<file path="src/mii_timing_regs.vh">
// constants for the mii carrier, collision and data timing block
`ifndef MII_TIMING_REGS_VH
`define MII_TIMING_REGS_VH

// clock and bit time, in ns
`define CLK_NS            5
`define BIT_NS_FAST       10
`define BIT_NS_SLOW       100

// input synchroniser depth, in clock cycles
`define SYNC_CYC          2

// medium mode encodings
`define MODE_CU           2'h0
`define MODE_FX           2'h1
`define MODE_TEN          2'h2

// latencies in tenths of a bit time
`define RX_CRS_ON_J       140
`define DV_AFTER_CRS_FAST 40
`define DV_AFTER_CRS_TEN  80
`define RX_CRS_OFF_T_CU   130
`define RX_CRS_OFF_T_FX   190
`define COL_ON_J_CU       190
`define COL_ON_J_FX       120
`define COL_OFF_T_CU      180
`define COL_OFF_T_FX      160
`define TX_CRS_ON_CU      220
`define TX_CRS_ON_FX      180
`define TX_CRS_ON_TEN     20
`define TX_CRS_OFF_CU     260
`define TX_CRS_OFF_FX     230
`define TX_CRS_OFF_TEN    10
`define TX_LAT_CU         55
`define TX_LAT_FX         50
`define TX_LAT_TEN        725
`define RX_LAT_FAST       50
`define RX_LAT_TEN        50
`define CRS_ON_ACT_TEN    100
`define DV_OFF_QUIET_TEN  75
`define CRS_AFTER_DV_TEN  5
`define COL_ON_ACT_TEN    160
`define COL_OFF_QUIET_TEN 70

`endif

</file>
<file path="src/event_delay.v">
// one-shot delay: fires one cycle, count cycles after a trigger
module event_delay
#(
  parameter CW = 12
)
(
  input  wire          SYS_CLK,
  input  wire          RST_N,
  input  wire          trig,
  input  wire [CW-1:0] count,
  output reg           fire
);

  reg [CW-1:0] remain;
  reg          running;

  // a new trigger restarts the delay
  always @(posedge SYS_CLK or negedge RST_N)
  begin
    if (!RST_N)
    begin
      remain  <= {CW{1'b0}};
      running <= 1'b0;
      fire    <= 1'b0;
    end
    else if (trig)
    begin
      fire    <= (count <= {{(CW-1){1'b0}}, 1'b1});
      running <= (count > {{(CW-1){1'b0}}, 1'b1});
      remain  <= count - {{(CW-1){1'b0}}, 1'b1};
    end
    else if (running)
    begin
      fire    <= (remain == {{(CW-1){1'b0}}, 1'b1});
      running <= (remain != {{(CW-1){1'b0}}, 1'b1});
      remain  <= remain - {{(CW-1){1'b0}}, 1'b1};
    end
    else
    begin
      fire <= 1'b0;
    end
  end

endmodule

</file>
<file path="src/mii_timing.v">
// mii side of a 10/100 transceiver: carrier, collision and data timing
`include "mii_timing_regs.vh"

module mii_timing
#(
  parameter CW     = 12,
  parameter NSLOT  = 2,
  parameter TXDEPTH = 32
)
(
  input  wire       SYS_CLK,
  input  wire       RST_N,
  input  wire [1:0] MEDIUM_MODE,
  input  wire       TX_CLK,
  input  wire       TX_EN,
  input  wire       TX_ER,
  input  wire [3:0] TXD,
  input  wire       LINE_RX_J,
  input  wire       LINE_RX_T,
  input  wire       LINE_RX_ACTIVE,
  input  wire       LINE_RX_VALID,
  input  wire [3:0] LINE_RX_NIBBLE,
  input  wire       LINE_RX_ERR,
  output reg        CRS,
  output reg        COL,
  output reg        RX_DV,
  output reg        RX_ER,
  output reg  [3:0] RXD,
  output reg        LINE_TX_EN,
  output reg  [3:0] LINE_TX_DATA,
  output reg        LINE_TX_ERR
);

  localparam NT        = 10;
  localparam T_CRS_ON  = 0;
  localparam T_DV_ON   = 1;
  localparam T_CRS_OFF = 2;
  localparam T_DV_OFF  = 3;
  localparam T_COL_ON  = 4;
  localparam T_COL_OFF = 5;
  localparam T_TX_ON   = 6;
  localparam T_TX_OFF  = 7;
  localparam T_LTX_ON  = 8;
  localparam T_LTX_OFF = 9;
  localparam AW        = 5;

  // tenths of a bit time to clock cycles, less the path already spent
  function [CW-1:0] to_cyc;
    input [31:0] dbt;
    input        slow;
    input [3:0]  spent;
    reg   [31:0] c;
    begin
      c = (dbt * (slow ? `BIT_NS_SLOW : `BIT_NS_FAST)) / (10 * `CLK_NS);
      if (c > spent + 1)
        c = c - spent;
      else
        c = 32'h1;
      to_cyc = c[CW-1:0];
    end
  endfunction

  wire          ten = (MEDIUM_MODE[1] == 1'b1);
  wire          fx  = (MEDIUM_MODE == `MODE_FX);
  wire [6:0]    pin_s;
  reg           clk_prev;
  reg           act_prev;
  reg           tx_en_smp;
  reg           rx_crs;
  reg           tx_crs;
  reg  [AW-1:0] wr_ptr;
  reg  [AW-1:0] rd_ptr;
  reg  [4:0]    tx_mem [0:TXDEPTH-1];
  reg  [NT-1:0] trig;
  reg  [NT*CW-1:0] cnt;
  wire [NT-1:0] fire;
  reg  [NSLOT-1:0] slot_trig;
  wire [NSLOT-1:0] slot_fire;
  reg  [4:0]    slot_data [0:NSLOT-1];
  reg  [0:0]    slot_wr;
  reg  [4:0]    rx_nib;
  integer       k;
  integer       si;
  integer       ti;

  pin_sync #(.WIDTH(7)) u_sync (
    .SYS_CLK (SYS_CLK),
    .RST_N   (RST_N),
    .din     ({TX_CLK, TX_EN, TX_ER, TXD}),
    .dout    (pin_s)
  );

  wire       clk_s   = pin_s[6];
  wire       en_s    = pin_s[5];
  wire       er_s    = pin_s[4];
  wire [3:0] txd_s   = pin_s[3:0];
  // transmit pins are taken on the rising edge of the link clock
  wire       tx_rise = clk_s & ~clk_prev;
  wire       tx_start = tx_rise & en_s & ~tx_en_smp;
  wire       tx_end   = tx_rise & ~en_s & tx_en_smp;
  wire       rx_start = ten ? (LINE_RX_ACTIVE & ~act_prev) : LINE_RX_J;
  wire       rx_end   = ten ? (~LINE_RX_ACTIVE & act_prev) : LINE_RX_T;

  // latency set per medium mode
  always @*
  begin
    cnt = {NT*CW{1'b0}};
    case (MEDIUM_MODE)
      `MODE_CU:
      begin
        cnt[T_CRS_ON*CW +: CW]  = to_cyc(`RX_CRS_ON_J, 1'b0, 4'h1);
        cnt[T_DV_ON*CW +: CW]   = to_cyc(`DV_AFTER_CRS_FAST, 1'b0, 4'h0);
        cnt[T_CRS_OFF*CW +: CW] = to_cyc(`RX_CRS_OFF_T_CU, 1'b0, 4'h1);
        cnt[T_DV_OFF*CW +: CW]  = to_cyc(`RX_CRS_OFF_T_CU, 1'b0, 4'h1);
        cnt[T_COL_ON*CW +: CW]  = to_cyc(`COL_ON_J_CU, 1'b0, 4'h1);
        cnt[T_COL_OFF*CW +: CW] = to_cyc(`COL_OFF_T_CU, 1'b0, 4'h1);
        cnt[T_TX_ON*CW +: CW]   = to_cyc(`TX_CRS_ON_CU, 1'b0, 4'h3);
        cnt[T_TX_OFF*CW +: CW]  = to_cyc(`TX_CRS_OFF_CU, 1'b0, 4'h3);
        cnt[T_LTX_ON*CW +: CW]  = to_cyc(`TX_LAT_CU, 1'b0, 4'h3);
        cnt[T_LTX_OFF*CW +: CW] = to_cyc(`TX_LAT_CU, 1'b0, 4'h3);
      end
      `MODE_FX:
      begin
        cnt[T_CRS_ON*CW +: CW]  = to_cyc(`RX_CRS_ON_J, 1'b0, 4'h1);
        cnt[T_DV_ON*CW +: CW]   = to_cyc(`DV_AFTER_CRS_FAST, 1'b0, 4'h0);
        cnt[T_CRS_OFF*CW +: CW] = to_cyc(`RX_CRS_OFF_T_FX, 1'b0, 4'h1);
        cnt[T_DV_OFF*CW +: CW]  = to_cyc(`RX_CRS_OFF_T_FX, 1'b0, 4'h1);
        cnt[T_COL_ON*CW +: CW]  = to_cyc(`COL_ON_J_FX, 1'b0, 4'h1);
        cnt[T_COL_OFF*CW +: CW] = to_cyc(`COL_OFF_T_FX, 1'b0, 4'h1);
        cnt[T_TX_ON*CW +: CW]   = to_cyc(`TX_CRS_ON_FX, 1'b0, 4'h3);
        cnt[T_TX_OFF*CW +: CW]  = to_cyc(`TX_CRS_OFF_FX, 1'b0, 4'h3);
        cnt[T_LTX_ON*CW +: CW]  = to_cyc(`TX_LAT_FX, 1'b0, 4'h3);
        cnt[T_LTX_OFF*CW +: CW] = to_cyc(`TX_LAT_FX, 1'b0, 4'h3);
      end
      default:
      begin
        cnt[T_CRS_ON*CW +: CW]  = to_cyc(`CRS_ON_ACT_TEN, 1'b1, 4'h1);
        cnt[T_DV_ON*CW +: CW]   = to_cyc(`DV_AFTER_CRS_TEN, 1'b1, 4'h0);
        cnt[T_CRS_OFF*CW +: CW] = to_cyc(`DV_OFF_QUIET_TEN + `CRS_AFTER_DV_TEN,
                                         1'b1, 4'h1);
        cnt[T_DV_OFF*CW +: CW]  = to_cyc(`DV_OFF_QUIET_TEN, 1'b1, 4'h1);
        cnt[T_COL_ON*CW +: CW]  = to_cyc(`COL_ON_ACT_TEN, 1'b1, 4'h1);
        cnt[T_COL_OFF*CW +: CW] = to_cyc(`COL_OFF_QUIET_TEN, 1'b1, 4'h1);
        cnt[T_TX_ON*CW +: CW]   = to_cyc(`TX_CRS_ON_TEN, 1'b1, 4'h3);
        cnt[T_TX_OFF*CW +: CW]  = to_cyc(`TX_CRS_OFF_TEN, 1'b1, 4'h3);
        cnt[T_LTX_ON*CW +: CW]  = to_cyc(`TX_LAT_TEN, 1'b1, 4'h3);
        cnt[T_LTX_OFF*CW +: CW] = to_cyc(`TX_LAT_TEN, 1'b1, 4'h3);
      end
    endcase
  end

  always @*
  begin
    trig            = {NT{1'b0}};
    trig[T_CRS_ON]  = rx_start;
    trig[T_COL_ON]  = rx_start;
    trig[T_DV_ON]   = fire[T_CRS_ON];
    trig[T_CRS_OFF] = rx_end;
    trig[T_DV_OFF]  = rx_end;
    trig[T_COL_OFF] = rx_end;
    trig[T_TX_ON]   = tx_start;
    trig[T_LTX_ON]  = tx_start;
    trig[T_TX_OFF]  = tx_end;
    trig[T_LTX_OFF] = tx_end;
  end

  genvar i;
  generate
    for (i = 0; i < NT; i = i + 1)
    begin : g_timer
      event_delay #(.CW(CW)) u_dly (
        .SYS_CLK (SYS_CLK),
        .RST_N   (RST_N),
        .trig    (trig[i]),
        .count   (cnt[i*CW +: CW]),
        .fire    (fire[i])
      );
    end
    for (i = 0; i < NSLOT; i = i + 1)
    begin : g_slot
      event_delay #(.CW(CW)) u_rxd (
        .SYS_CLK (SYS_CLK),
        .RST_N   (RST_N),
        .trig    (slot_trig[i]),
        .count   (to_cyc(ten ? `RX_LAT_TEN : `RX_LAT_FAST, ten, 4'h1)),
        .fire    (slot_fire[i])
      );
    end
  endgenerate

  // received nibbles take turns in the latency slots
  always @*
  begin
    slot_trig = {NSLOT{1'b0}};
    slot_trig[slot_wr] = LINE_RX_VALID;
    rx_nib = slot_data[0];
    for (k = 0; k < NSLOT; k = k + 1)
      if (slot_fire[k])
        rx_nib = slot_data[k];
  end

  always @(posedge SYS_CLK or negedge RST_N)
  begin
    if (!RST_N)
    begin
      slot_wr <= 1'b0;
      for (si = 0; si < NSLOT; si = si + 1)
        slot_data[si] <= 5'h00;
    end
    else if (LINE_RX_VALID)
    begin
      slot_data[slot_wr] <= {LINE_RX_ERR, LINE_RX_NIBBLE};
      slot_wr            <= slot_wr + 1'b1;
    end
  end

  always @(posedge SYS_CLK or negedge RST_N)
  begin
    if (!RST_N)
    begin
      clk_prev  <= 1'b0;
      act_prev  <= 1'b0;
      tx_en_smp <= 1'b0;
      rx_crs    <= 1'b0;
      tx_crs    <= 1'b0;
      CRS       <= 1'b0;
      COL       <= 1'b0;
      RX_DV     <= 1'b0;
      RX_ER     <= 1'b0;
      RXD       <= 4'h0;
    end
    else
    begin
      clk_prev <= clk_s;
      act_prev <= LINE_RX_ACTIVE;
      if (tx_rise)
        tx_en_smp <= en_s;
      if (fire[T_CRS_ON])
        rx_crs <= 1'b1;
      else if (fire[T_CRS_OFF])
        rx_crs <= 1'b0;
      if (fire[T_TX_ON])
        tx_crs <= 1'b1;
      else if (fire[T_TX_OFF])
        tx_crs <= 1'b0;
      CRS <= (rx_crs | fire[T_CRS_ON] | tx_crs | fire[T_TX_ON])
             & ~(fire[T_CRS_OFF] & ~tx_crs) & ~(fire[T_TX_OFF] & ~rx_crs);
      // collision set only while this end is transmitting, cleared by the receive end timer
      if (fire[T_COL_ON] && (tx_en_smp || tx_crs))
        COL <= 1'b1;
      else if (fire[T_COL_OFF])
        COL <= 1'b0;
      // data outputs registered, stable across the mac's sampling edge
      if (fire[T_DV_ON] && rx_crs)
        RX_DV <= 1'b1;
      else if (fire[T_DV_OFF])
        RX_DV <= 1'b0;
      if (|slot_fire)
      begin
        RXD   <= rx_nib[3:0];
        RX_ER <= rx_nib[4];
      end
      else if (fire[T_DV_OFF])
      begin
        RXD   <= 4'h0;
        RX_ER <= 1'b0;
      end
    end
  end

  // transmit nibbles wait in a ring until the line latency has run;
  // depth must cover the nibbles taken while that latency runs
  always @(posedge SYS_CLK or negedge RST_N)
  begin
    if (!RST_N)
    begin
      wr_ptr       <= {AW{1'b0}};
      rd_ptr       <= {AW{1'b0}};
      LINE_TX_EN   <= 1'b0;
      LINE_TX_DATA <= 4'h0;
      LINE_TX_ERR  <= 1'b0;
      for (ti = 0; ti < TXDEPTH; ti = ti + 1)
        tx_mem[ti] <= 5'h00;
    end
    else
    begin
      if (tx_rise && en_s)
      begin
        tx_mem[wr_ptr] <= {er_s, txd_s};
        wr_ptr         <= wr_ptr + 1'b1;
      end
      if (fire[T_LTX_ON])
      begin
        LINE_TX_EN   <= 1'b1;
        {LINE_TX_ERR, LINE_TX_DATA} <= tx_mem[rd_ptr];
        rd_ptr       <= rd_ptr + 1'b1;
      end
      else if (fire[T_LTX_OFF])
      begin
        LINE_TX_EN   <= 1'b0;
        LINE_TX_DATA <= 4'h0;
        LINE_TX_ERR  <= 1'b0;
        rd_ptr       <= wr_ptr;
      end
      else if (LINE_TX_EN && tx_rise && (en_s || rd_ptr != wr_ptr))
      begin
        // the slot taken on this same rise is not written yet, so pass it through
        {LINE_TX_ERR, LINE_TX_DATA} <= (rd_ptr == wr_ptr) ? {er_s, txd_s} : tx_mem[rd_ptr];
        rd_ptr       <= rd_ptr + 1'b1;
      end
    end
  end

endmodule

</file>
<file path="src/pin_sync.v">
// two-stage synchroniser for inputs from outside the clock domain
module pin_sync
#(
  parameter WIDTH = 1
)
(
  input  wire             SYS_CLK,
  input  wire             RST_N,
  input  wire [WIDTH-1:0] din,
  output reg  [WIDTH-1:0] dout
);

  reg [WIDTH-1:0] stage1;

  always @(posedge SYS_CLK or negedge RST_N)
  begin
    if (!RST_N)
    begin
      stage1 <= {WIDTH{1'b0}};
      dout   <= {WIDTH{1'b0}};
    end
    else
    begin
      stage1 <= din;
      dout   <= stage1;
    end
  end

endmodule

</file>
<file path="config.mk">
export PLATFORM = sky130hd
export DESIGN_NAME = mii_timing
export DESIGN_NICKNAME = d
export VERILOG_FILES = /design/src/event_delay.v /design/src/mii_timing.v /design/src/pin_sync.v
export VERILOG_INCLUDE_DIRS = /design/src
export SDC_FILE = /design/constraint.sdc
export NUM_CORES = 1
export LEC_CHECK = 0
export BUFFER_PORTS_ARGS = -buffer_cell sky130_fd_sc_hd__buf_4
export CAP_MARGIN = 20
export CORE_MARGIN = 1.5
export CORE_UTILIZATION = 55
export CTS_CLUSTER_DIAMETER = 200
export DETAILED_ROUTE_END_ITERATION = 8
export PLACE_DENSITY = 0.74
export SLEW_MARGIN = 25
export SYNTH_ARGS = -nofsm -noshare
export SYNTH_HDL_FRONTEND = slang
export SYNTH_SLANG_ARGS = --single-unit
</file>
<file path="constraint.sdc">
create_clock -name SYS_CLK -period 3.1 [get_ports SYS_CLK]
set_input_delay 0.155 -clock SYS_CLK [delete_from_list [all_inputs] [get_ports SYS_CLK]]
set_output_delay 0.155 -clock SYS_CLK [all_outputs]
set_load 0.05 [all_outputs]
</file>
==> results of run 1 <==
-- stage by stage --
step,util,instances,total power [mW]
4_1_cts,0.632,2015,16.2
2_1_floorplan,-,1536,10.1
5_1_grt,0.632,2015,17.1
6_report,0.632,2015,16.1
3_3_place_gp,0.583,1929,11.0
3_5_place_dp,0.583,1929,11.2
-- final timing paths --
path | endpoint | slack [ns] | cells past startpoint
worst min-delay path | g_slot[0].u_rxd.remain[1] | 0.05 | 3
worst max-delay path | tx_mem[16] | 0.62 | 5
min in group asynchronous | slot_data[7] | 0.24 | 2
worst min register to register | u_sync.dout[2] | 0.35 | 0
max in group asynchronous | g_timer[1].u_dly.remain[6] | 1.89 | 3
worst max register to register | tx_mem[16] | 0.62 | 5
-- registers in the layout, summed over array words and instances (netlist names), 2 cells and up --
| name | cells |
|---|---|
| g_slot.u_rxd.remain | 24 |
| tx_mem | 160 |
| g_slot.u_rxd.fire | 2 |
| g_timer.u_dly.running | 10 |
| g_timer.u_dly.remain | 120 |
| rd_ptr | 5 |
| g_slot.u_rxd.running | 2 |
| g_timer.u_dly.fire | 10 |
| RXD | 4 |
| u_sync.stage1 | 7 |
| slot_data | 10 |
| wr_ptr | 5 |
| u_sync.dout | 7 |
| LINE_TX_DATA | 4 |
-- worst max-delay path, delay by kind of cell (launching register included) --
family | cells | cell delay [ns]
DFF | 1 | 0.37
muxes | 1 | 0.42
and+or+nand+nor | 4 | 1.57
-- power breakdown --
group / total, mW / switching, mW / internal, mW
sequential: 7.28 / 1.15 / 6.13
clock: 4.91 / 1.92 / 2.99
combinational: 3.93 / 2.05 / 1.87
total: 16.1 / 5.12 / 11.0
-- cells in the final DEF, fill, tap and decap left out, drive strengths merged, types with 46 or more instances in the layout --
master | netlist | final
xnor2 | 79 | 79
o21ai | 59 | 59
clkbuf | 59 | 56
a21oi | 55 | 55
nor2 | 143 | 143
buf | 9 | 59
nor3 | 46 | 46
mux2 | 182 | 182
nand2 | 137 | 137
dfrtp | 382 | 382
-- cells by family (layout without fill, tap and decap cells) --
kind of cell,Yosys count,count (layout)
mux,213,213
xor+xnor,121,121
fa+ha+maj,29,29
simple gates,508,508
flops,382,382
buf+inv,107,184
compound gates,176,176
-- routing by layer --
layer	track usage	vias to the layer above	part of all wire
met2	0.387	275	0.48
met1	0.320	5900	0.45
li1	-	5493	-
met5	0	-	0
met4	0.0711	0	0.025
met3	0.0367	75	0.045
-- final cells by class --
class / count / share of cell area
Inverter: 39 / 0.00735
Timing Repair Buffer: 76 / 0.0330
Clock inverter: 13 / 0.00879
Sequential cell: 382 / 0.480
Tap cell: 402 / 0.0252
Multi-Input combinational cell: 1047 / 0.387
Clock buffer: 56 / 0.0593
==> results.txt, run 1 <==
----------------------------------------------------
[Outcome]
  Run status ... finished clean

[Timing]
  Post-route clock period utilization ... 0.799
  Hold Worst Slack ... 0.0539 ns
  Final setup violation count ... 0
  Final hold violations ... 0
  Unrepaired setup endpoints after global routing ... no
  Actual slew at the worst max-slew pin ... 0.914 ns
  Fmax ... 0.404 GHz
  Worst Skew ... 0.0197 ns
  Final setup slack of the worst path ... 0.624 ns
  Clock period minus final worst setup slack ... 2.48 ns
  Max Slew Vio Count ... 0
  Post-route setup TNS ... 0 ns
  Worst slew margin ... 0.391

[Logic synthesis]
  Synth Warn # ... 0
  Multiplexer share of the synthesized area ... 0.155
  Compound-cell area share of the yosys netlist ... 0.0598
  Combinational family with the most area after synthesis ... multiplexers
  Sequential element share of the synthesized area ... 0.541
  Number of nets in the synthesized netlist ... 1585
  Number of distinct library cells after synthesis ... 58
  Area of the mapped netlist ... 0.0177 mm2
  Share of synthesized cell area in full adder, half adder and majority cells ... 0.0205
  Synth Area per Inst ... 11.5 um2
  Commonest cells in the synthesized netlist ... 382 x sky130_fd_sc_hd__dfrtp_1, 182 x sky130_fd_sc_hd__mux2_2, 143 x sky130_fd_sc_hd__nor2_1
  Instance count of the mapped netlist ... 1536
  Area share of xor/xnor cells in the synthesized design ... 0.0600
  Flop and latch count out of synthesis ... 382
  Post-synthesis share of cell area spent on and, or, nand and nor gates ... 0.141
  Commonest register cell after synthesis ... sky130_fd_sc_hd__dfrtp_1
  Number of enable-type register cells in the synthesized netlist ... 0
  Most numerous cell in the Yosys netlist ... sky130_fd_sc_hd__dfrtp_1
  Most area-consuming cells after synthesis ... sky130_fd_sc_hd__dfrtp_1 54%, sky130_fd_sc_hd__mux2_2 12%, sky130_fd_sc_hd__xnor2_1 3.9%
  Asr flop ratio synth ... 1.00
  Share of Yosys cell area claimed by the top area cell type ... 0.541
  Cell accounting for the most synthesized area ... sky130_fd_sc_hd__dfrtp_1

[Place]
  Placed instance area ... 0.0184 mm2
  Final HPWL from detailed placement ... 25000 um
  DP Worst Slack ... 0.678 ns
  Input/output buffers ... 33
  Final weighted congestion in routability-driven placement ... 0.899

[Global routing]
  Pin count of the biggest net entering global routing ... 89
  Total gr overflow ... 0
  Number of antenna violations at the first check in global routing ... 0
  Via count of the first global-routing pass ... 12193
  Global-route wire length before repair ... 63000 um
  Overall Global Routing Usage ... 0.233

[Min path]
  Worst Min Path Start ... MEDIUM_MODE[1]
  Worst hold path class ... in -> reg

[Finish]
  Number of antenna repair diodes ... 0
  Cell area after layout ... 0.0199 mm2
  Area occupied by registers ... 0.00956 mm2
  Fill cell total of the finished layout ... 2421
  Layout cells sized above 1 ... 0.219
  Multi-input logic area ... 0.00770 mm2
  Area added between synthesis and finish ... 12.8%
  Total number of nets in the final design ... 1635

[Pwr]
  Standby leakage power ... 9.07 nW
  Worst IR Drop VDD ... 0.000655 V
  Power per unit of standard cell area ... 808 mW/mm2

[CTS]
  Number of clock sinks ... 382
  CTS clk-pin slew, worst paths ... 0.06 ns
  Clock buffer depth ... 3
  Hold buffer count at CTS ... 17
  Post-CTS Setup Bufs ... 0
  H-tree lvl count ... 2
  CTS tree ... yes
  Cell chosen for the clock root ... sky130_fd_sc_hd__clkbuf_16
  Clock insertion delay at the later pin of the skew report ... 0.54 ns
  Number of clock buffers inserted by TritonCTS ... 40
  Post-CTS Resized ... 0

[Drt]
  Routed wirelength normalized by instance count ... 18.4 um
  DRC Markers ... 0
  Post-detailed-route via-to-cell ratio ... 5.83
  Detailed-route via count ... 11743
  Number of DRC violations after detailed-routing iteration 0 ... 705
  First-pass detailed-route iteration total ... 5
  Post-route antenna net violation count ... 0
  Routed WL ... 37000 um

[Floorplan]
  Die outline area ... 0.0332 mm2
  IO Count ... 34
  Core outline area ... 0.0316 mm2
  Initial Utilization ... 0.560
  # rows ... 65
  Die outline width ... 182 um
  Die Y ... 182 um

[Critical path]
  Slowest-stage cell, CP ... sky130_fd_sc_hd__nor2_1
  Launching element type of the critical path ... flip-flop
  Critical R2R Launch ... u_sync.dout[6]
  Critical path, cell by cell ... nor2b_1 > and2_1 > nand2_1 > nor2_1 > mux2_2
  Worst path max stage delay ... 0.48 ns
  WS Path Type ... reg -> reg
  Launching element of the worst setup path ... u_sync.dout[6]
  CP Max Fanout ... 8
  Critical path capture point type ... flip-flop
  Crit path DAT ... 2.88 ns
  Required time of the worst setup path ... 3.50 ns

[Run]
  Maximum capacitance violations ... 0

----------------------------------------------------
Power figures use the tool's default switching activity.
==> inputs of run 2 (changes only) <==
clock period = 2.35 ns   (was 3.1 ns; I/O delays follow)
==> run 2 against run 1 <==
  * Register-to-register slack got worse by 0.58 ns
  * Setup slack got worse by 0.58 ns
  * Maximum frequency rose by 7.3%
  * Power rose by 31%
  * Clock-buffer cell count rose by 4
  * Design area rose by 0.95%
==> results.txt, run 2 (synthesis results as in run 1) <==
----------------------------------------------------
[Outcome]
  Run status ... finished clean

[Finish]
  Layout cells sized above 1 ... 0.231
  Flip-flop count of the largest register after layout ... 160
  Number of antenna repair diodes ... 0
  Leading cell type in the layout, fill and taps excluded ... sky130_fd_sc_hd__dfrtp_1
  Area added between synthesis and finish ... 13.9%
  Top library cells by usage in the layout, fill and taps aside ... 381 x sky130_fd_sc_hd__dfrtp_1, 182 x sky130_fd_sc_hd__mux2_2, 143 x sky130_fd_sc_hd__nor2_1
  Final core utilization ... 0.638
  Register bank with the most flops ... tx_mem
  Total number of nets in the final design ... 1662
  Cell area after layout ... 0.0201 mm2
  Biggest regs ... tx_mem (160), g_timer.u_dly.remain (120), g_slot.u_rxd.remain (24)

[Timing]
  Fmax ... 0.433 GHz
  Final setup violation count ... 0
  Actual slew at the worst max-slew pin ... 0.672 ns
  Hold Worst Slack ... 0.0193 ns
  Max Slew Vio Count ... 0
  Clock period minus final worst setup slack ... 2.31 ns
  Final hold violations ... 0
  Unrepaired setup endpoints after global routing ... yes
  Final setup slack of the worst path ... 0.0428 ns
  Post-route clock period utilization ... 0.982
  Worst Skew ... 0.0173 ns
  Worst slew margin ... 0.550

[CTS]
  Clock buffer depth ... 3
  Clock insertion delay at the later pin of the skew report ... 0.54 ns
  Number of clock sinks ... 382
  Number of clock buffers inserted by TritonCTS ... 41
  H-tree lvl count ... 2
  Cell chosen for the clock root ... sky130_fd_sc_hd__clkbuf_16
  Post-CTS Setup Bufs ... 0
  CTS tree ... yes
  CTS clk-pin slew, worst paths ... 0.06 ns

[Place]
  Final weighted congestion in routability-driven placement ... 0.856
  DP Worst Slack ... 0.0331 ns
  Placed instance area ... 0.0186 mm2
  Input/output buffers ... 33
  Final HPWL from detailed placement ... 24400 um

[Drt]
  Number of DRC violations after detailed-routing iteration 0 ... 596
  Routed wirelength normalized by instance count ... 17.6 um
  First-pass detailed-route iteration total ... 5
  Post-route antenna net violation count ... 0
  Routed WL ... 36000 um
  Detailed-route via count ... 11816
  Post-detailed-route via-to-cell ratio ... 5.78
  DRC Markers ... 0

[Floorplan]
  Core outline area ... 0.0316 mm2
  Die outline area ... 0.0332 mm2
  # rows ... 65
  Die outline width ... 182 um
  IO Count ... 34
  Initial Utilization ... 0.560
  Die Y ... 182 um

[Run]
  Maximum capacitance violations ... 0

[Pwr]
  Standby leakage power ... 9.20 nW
  Worst IR Drop VDD ... 0.000595 V
  Power per unit of standard cell area ... 1050 mW/mm2
  Total power after layout ... 21.2 mW

[Global routing]
  Pin count of the biggest net entering global routing ... 76
  Global-route wire length before repair ... 62300 um
  Overall Global Routing Usage ... 0.230
  Via count of the first global-routing pass ... 12419
  Total gr overflow ... 0
  Number of antenna violations at the first check in global routing ... 0

[Critical path]
  WS Path Type ... reg -> reg
  Slowest-stage cell, CP ... sky130_fd_sc_hd__or4b_4
  Worst path max stage delay ... 0.50 ns
  CP Max Fanout ... 4
  Critical path capture point type ... flip-flop
  Launching element type of the critical path ... flip-flop
  Critical path, cell by cell ... or3_4 > or4_4 > or4b_4 > or3_1 > a21o_1
  Crit path DAT ... 2.72 ns
  Required time of the worst setup path ... 2.76 ns

[Min path]
  Worst hold path class ... in -> reg

----------------------------------------------------
[run 2: cell count changes in the layout (fill, tap and decap cells not counted)]
cell	before	now
sky130_fd_sc_hd__nor4_2	0	1
sky130_fd_sc_hd__clkbuf_1	5	8
sky130_fd_sc_hd__nor4_1	30	29
sky130_fd_sc_hd__buf_12	3	7
sky130_fd_sc_hd__clkinvlp_4	1	0
sky130_fd_sc_hd__clkinv_2	6	8
sky130_fd_sc_hd__clkbuf_8	10	11
sky130_fd_sc_hd__buf_4	55	77
sky130_fd_sc_hd__bufinv_16	4	1
[run 2: layer usage]
layer	share of wire	routed length, um	track usage	vias up
li1	-	-	-	5546
met1	0.45	16200	0.313	5998
met2	0.49	17800	0.387	213
met3	0.035	1270	0.0305	59
met4	0.021	743	0.0694	0
met5	0	0	0	-
[run 2: power by group]
group          switching (mW)  internal [mW]
combinational            2.86           2.63
sequential               1.39           8.09
clock                    2.53           3.66
[run 2: worst max-delay path: cells and delay by family, from the launching register on]
family             cells  cell delay (ns)
AOI/OAI and AO/OA      1             0.18
DFF                    1             0.38
and+or+nand+nor        4             1.63
[run 2: layout make-up]
cell class	instances	area, um2
Fill cell	2408	11400
Sequential cell	382	9560
Multi-Input combinational cell	1047	7710
Clock buffer	60	1210
Timing Repair Buffer	102	903
Tap cell	402	503
Inverter	39	146
Clock inverter	11	87.6
[run 2: final timing paths]
kind | from | slack [ns] | to | depth (start not counted)
max in group asynchronous | RST_N | 1.37 | tx_mem[64] | 3
worst min-delay path | MEDIUM_MODE[1] | 0.02 | g_slot[1].u_rxd.remain[1] | 3
worst min register to register | u_sync.stage1[1] | 0.35 | u_sync.dout[1] | 0
worst max register to register | g_timer[1].u_dly.remain[6] | 0.04 | g_timer[1].u_dly.running | 5
min in group asynchronous | RST_N | 0.19 | RXD[3] | 2
worst max-delay path | g_timer[1].u_dly.remain[6] | 0.04 | g_timer[1].u_dly.running | 5
[run 2: through the flow]
step,setup TNS (ns),std cells
after floorplan,0,1536
after global placement,0,1955
after detailed placement,0,1955
after CTS,0,2043
after global routing,-0.0403,2043
final,0,2043
[run 2: what timing repair did]
| action | 4_1_cts | 5_1_grt |
|---|---|---|
| hold endpoints to repair | 101 | 0 |
| hold buffers | 17 | 0 |
| cloned | 0 | 0 |
| resized for setup | 0 | 1 |
| endpoints found under the setup margin | 1 | 2 |
| pin swaps | 1 | 0 |
==> inputs of run 3 (changes only) <==
ABC_AREA = 1   (was not set)
==> run 3 against run 2 <==
  * Utilization shrank 0.43 points
  * Sequential power shrank 1%
  * Power grew 15%
  * Wire length up 23%
  * Synthesized cell count is 54% higher
  * Design area up 6.1%
  * Clock power up 8.9%
  * Critical endpoint is now tx_mem[123]
  * Largest power group unchanged
==> results.txt, run 3 <==
----------------------------------------------------
[Outcome]
  Run status ... finished clean

[Global routing]
  Overall Global Routing Usage ... 0.260
  Total gr overflow ... 0
  Number of antenna violations at the first check in global routing ... 1
  Global-route wire length before repair ... 75800 um
  Pin count of the biggest net entering global routing ... 70
  Via count of the first global-routing pass ... 15220

[Logic synthesis]
  Area of the mapped netlist ... 0.0189 mm2
  Number of nets in the synthesized netlist ... 2422
  Commonest register cell after synthesis ... sky130_fd_sc_hd__dfrtp_1
  Synth Warn # ... 0
  Share of Yosys cell area claimed by the top area cell type ... 0.506
  Most numerous cell in the Yosys netlist ... sky130_fd_sc_hd__nand2_1
  Most area-consuming cells after synthesis ... sky130_fd_sc_hd__dfrtp_1 51%, sky130_fd_sc_hd__nand2_1 12%, sky130_fd_sc_hd__o21ai_0 6.8%
  Asr flop ratio synth ... 1.00
  Cell accounting for the most synthesized area ... sky130_fd_sc_hd__dfrtp_1
  Sequential element share of the synthesized area ... 0.506
  Number of enable-type register cells in the synthesized netlist ... 0
  Instance count of the mapped netlist ... 2373
  Synth Area per Inst ... 7.96 um2
  Number of distinct library cells after synthesis ... 50
  Flop and latch count out of synthesis ... 382
  Commonest cells in the synthesized netlist ... 582 x sky130_fd_sc_hd__nand2_1, 382 x sky130_fd_sc_hd__dfrtp_1, 334 x sky130_fd_sc_hd__inv_1

[Pwr]
  Net switching power ... 9.30 mW
  Power per unit of standard cell area ... 1140 mW/mm2
  Switching share of total power ... 0.381
  Relative contribution of sequential cells to total power ... 0.384
  Relative contribution of combinational cells to total power ... 0.340
  Clock network fraction of total power ... 0.276
  Worst IR Drop VDD ... 0.000841 V
  Internal power ... 15.1 mW
  Standby leakage power ... 10.4 nW

[Drt]
  First-pass detailed-route iteration total ... 5
  Number of DRC violations after detailed-routing iteration 0 ... 1406
  DRC Markers ... 0
  Post-detailed-route via-to-cell ratio ... 5.41
  Detailed-route via count ... 15755
  Routed wirelength normalized by instance count ... 15.3 um
  Post-route antenna net violation count ... 0
  Routed WL ... 44500 um

[CTS]
  CTS clk-pin slew, worst paths ... 0.07 ns
  Cell chosen for the clock root ... sky130_fd_sc_hd__clkbuf_16
  Clock insertion delay at the later pin of the skew report ... 0.54 ns
  H-tree lvl count ... 2
  Hold buffer count at CTS ... 18
  Clock buffer depth ... 3
  CTS tree ... yes
  Number of clock buffers inserted by TritonCTS ... 41
  Post-CTS Setup Bufs ... 0
  Number of clock sinks ... 382
  Post-CTS Resized ... 0

[Floorplan]
  Die outline area ... 0.0355 mm2
  IO Count ... 34
  Die Y ... 188 um
  # rows ... 67
  Initial Utilization ... 0.561
  Die outline width ... 188 um
  Core outline area ... 0.0337 mm2

[Min path]
  Worst hold path class ... in -> reg

[Place]
  Final HPWL from detailed placement ... 30400 um
  Input/output buffers ... 33
  Final weighted congestion in routability-driven placement ... 0.949
  DP Cell Count ... 2820

[Timing]
  Final hold violations ... 0
  Final setup violation count ... 0
  Actual slew at the worst max-slew pin ... 0.592 ns
  Post-route clock period utilization ... 0.849
  Clock period minus final worst setup slack ... 2.00 ns
  Fmax ... 0.501 GHz
  Unrepaired setup endpoints after global routing ... no
  Worst slew margin ... 0.602
  Max Slew Vio Count ... 0
  Post-route setup TNS ... 0 ns
  Worst Skew ... 0.0228 ns

[Critical path]
  Critical path capture point type ... flip-flop
  Launching element type of the critical path ... flip-flop
  Crit path DAT ... 2.38 ns
  WS Path Type ... reg -> reg
  Required time of the worst setup path ... 2.73 ns
  CP Max Fanout ... 10

[Finish]
  Register bank with the most flops ... tx_mem
  Top library cells by usage in the layout, fill and taps aside ... 582 x sky130_fd_sc_hd__nand2_1, 381 x sky130_fd_sc_hd__dfrtp_1, 334 x sky130_fd_sc_hd__inv_1
  Number of antenna repair diodes ... 0
  Flip-flop count of the largest register after layout ... 160
  Fill cell total of the finished layout ... 2866
  Leading cell type in the layout, fill and taps excluded ... sky130_fd_sc_hd__nand2_1
  Area added between synthesis and finish ... 12.9%
  Layout cells sized above 1 ... 0.0853
  Biggest regs ... tx_mem (160), g_timer.u_dly.remain (120), g_slot.u_rxd.remain (24)
  Final Instance Count excl. Fillers ... 2911
  Total number of nets in the final design ... 2482

[Run]
  Maximum capacitance violations ... 0

----------------------------------------------------
-- run 3: changes by cell type in the layout (fill, tap and decap cells not counted), moves of 30 or more --
cell	before	now
sky130_fd_sc_hd__inv_1	39	334
sky130_fd_sc_hd__a21oi_1	55	101
sky130_fd_sc_hd__nand2_1	137	582
sky130_fd_sc_hd__mux4_2	30	0
sky130_fd_sc_hd__xnor2_1	79	2
sky130_fd_sc_hd__mux2_2	182	0
sky130_fd_sc_hd__nand3_1	36	178
sky130_fd_sc_hd__o21ai_0	58	256
-- run 3: worst paths after layout --
check                                       from                    endpoint  slack [ns]  depth (start not counted)
worst max-delay path                    clk_prev                 tx_mem[123]        0.35                         10
max in group asynchronous                  RST_N                  tx_mem[22]        1.44                          3
worst min-delay path              MEDIUM_MODE[1]  g_timer[5].u_dly.remain[7]        0.08                          5
min in group asynchronous                  RST_N  g_slot[0].u_rxd.remain[10]        0.15                          2
worst min register to register  u_sync.stage1[1]              u_sync.dout[1]        0.35                          0
worst max register to register          clk_prev                 tx_mem[123]        0.35                         10
-- run 3: critical path, stage by stage (launching register included) --
cell and delay (ns):
sky130_fd_sc_hd__dfrtp_1 0.36, sky130_fd_sc_hd__inv_1 0.05, sky130_fd_sc_hd__nand2_1 0.10, sky130_fd_sc_hd__nor2_2 0.33, sky130_fd_sc_hd__inv_2 0.09, sky130_fd_sc_hd__nor2_2 0.15
sky130_fd_sc_hd__inv_2 0.12, sky130_fd_sc_hd__nor2_2 0.14, sky130_fd_sc_hd__nand2_1 0.24, sky130_fd_sc_hd__nand2_1 0.14, sky130_fd_sc_hd__o21ai_0 0.11
-- run 3: cell families (layout without fill, tap and decap cells) --
| family | Yosys count | count (layout) | synth area share |
|---|---|---|---|
| simple gates | 1069 | 1069 | 0.244 |
| compound gates | 443 | 443 | 0.128 |
| buf+inv | 417 | 507 | 0.0867 |
| flops | 382 | 382 | 0.506 |
| fa+ha+maj | 29 | 29 | 0.0192 |
| xor+xnor | 28 | 28 | 0.0134 |
| mux | 5 | 5 | 0.00265 |
-- run 3: area by class of cell --
class	instances	area, um2	area share
tap	448	561	0.0263
clock buffer	59	1230	0.0579
clock inverter	14	200	0.00938
multi-input combinational	1574	7700	0.361
inverter	351	1320	0.0619
timing repair buffer	83	763	0.0358
sequential	382	9560	0.448
-- run 3: through the flow --
stage / power, mW / util / setup WS (ns) / area [um2] / hold WS, ns
finish: 24.4 / 0.633 / 0.355 / 21300 / 0.0763
global route: 26.2 / 0.633 / 0.184 / 21300 / 0.102
CTS: 24.5 / 0.633 / 0.376 / 21300 / 0.0576
detailed placement: 17.6 / 0.585 / 0.419 / 19700 / 0.128
global placement: 17.3 / 0.585 / 0.480 / 19700 / 0.127
floorplan: 15.4 / - / 0.852 / 18900 / -0.178
-- run 3: layer usage --
metal  global-route usage  routed length, um
met1                0.369              20200
met2                0.411              20200
met3               0.0386               2840
met4               0.0839               1250
met5                    0                 12
-- run 3: power groups by stage --
| stage | clock network [mW] | logic, mW | registers, mW |
|---|---|---|---|
| 2_1_floorplan | 0 | 5.94 | 9.43 |
| 3_3_place_gp | 0 | 7.94 | 9.39 |
| 3_5_place_dp | 0 | 8.17 | 9.44 |
| 4_1_cts | 6.88 | 8.25 | 9.36 |
| 5_1_grt | 7.16 | 9.40 | 9.60 |
| 6_report | 6.74 | 8.31 | 9.37 |
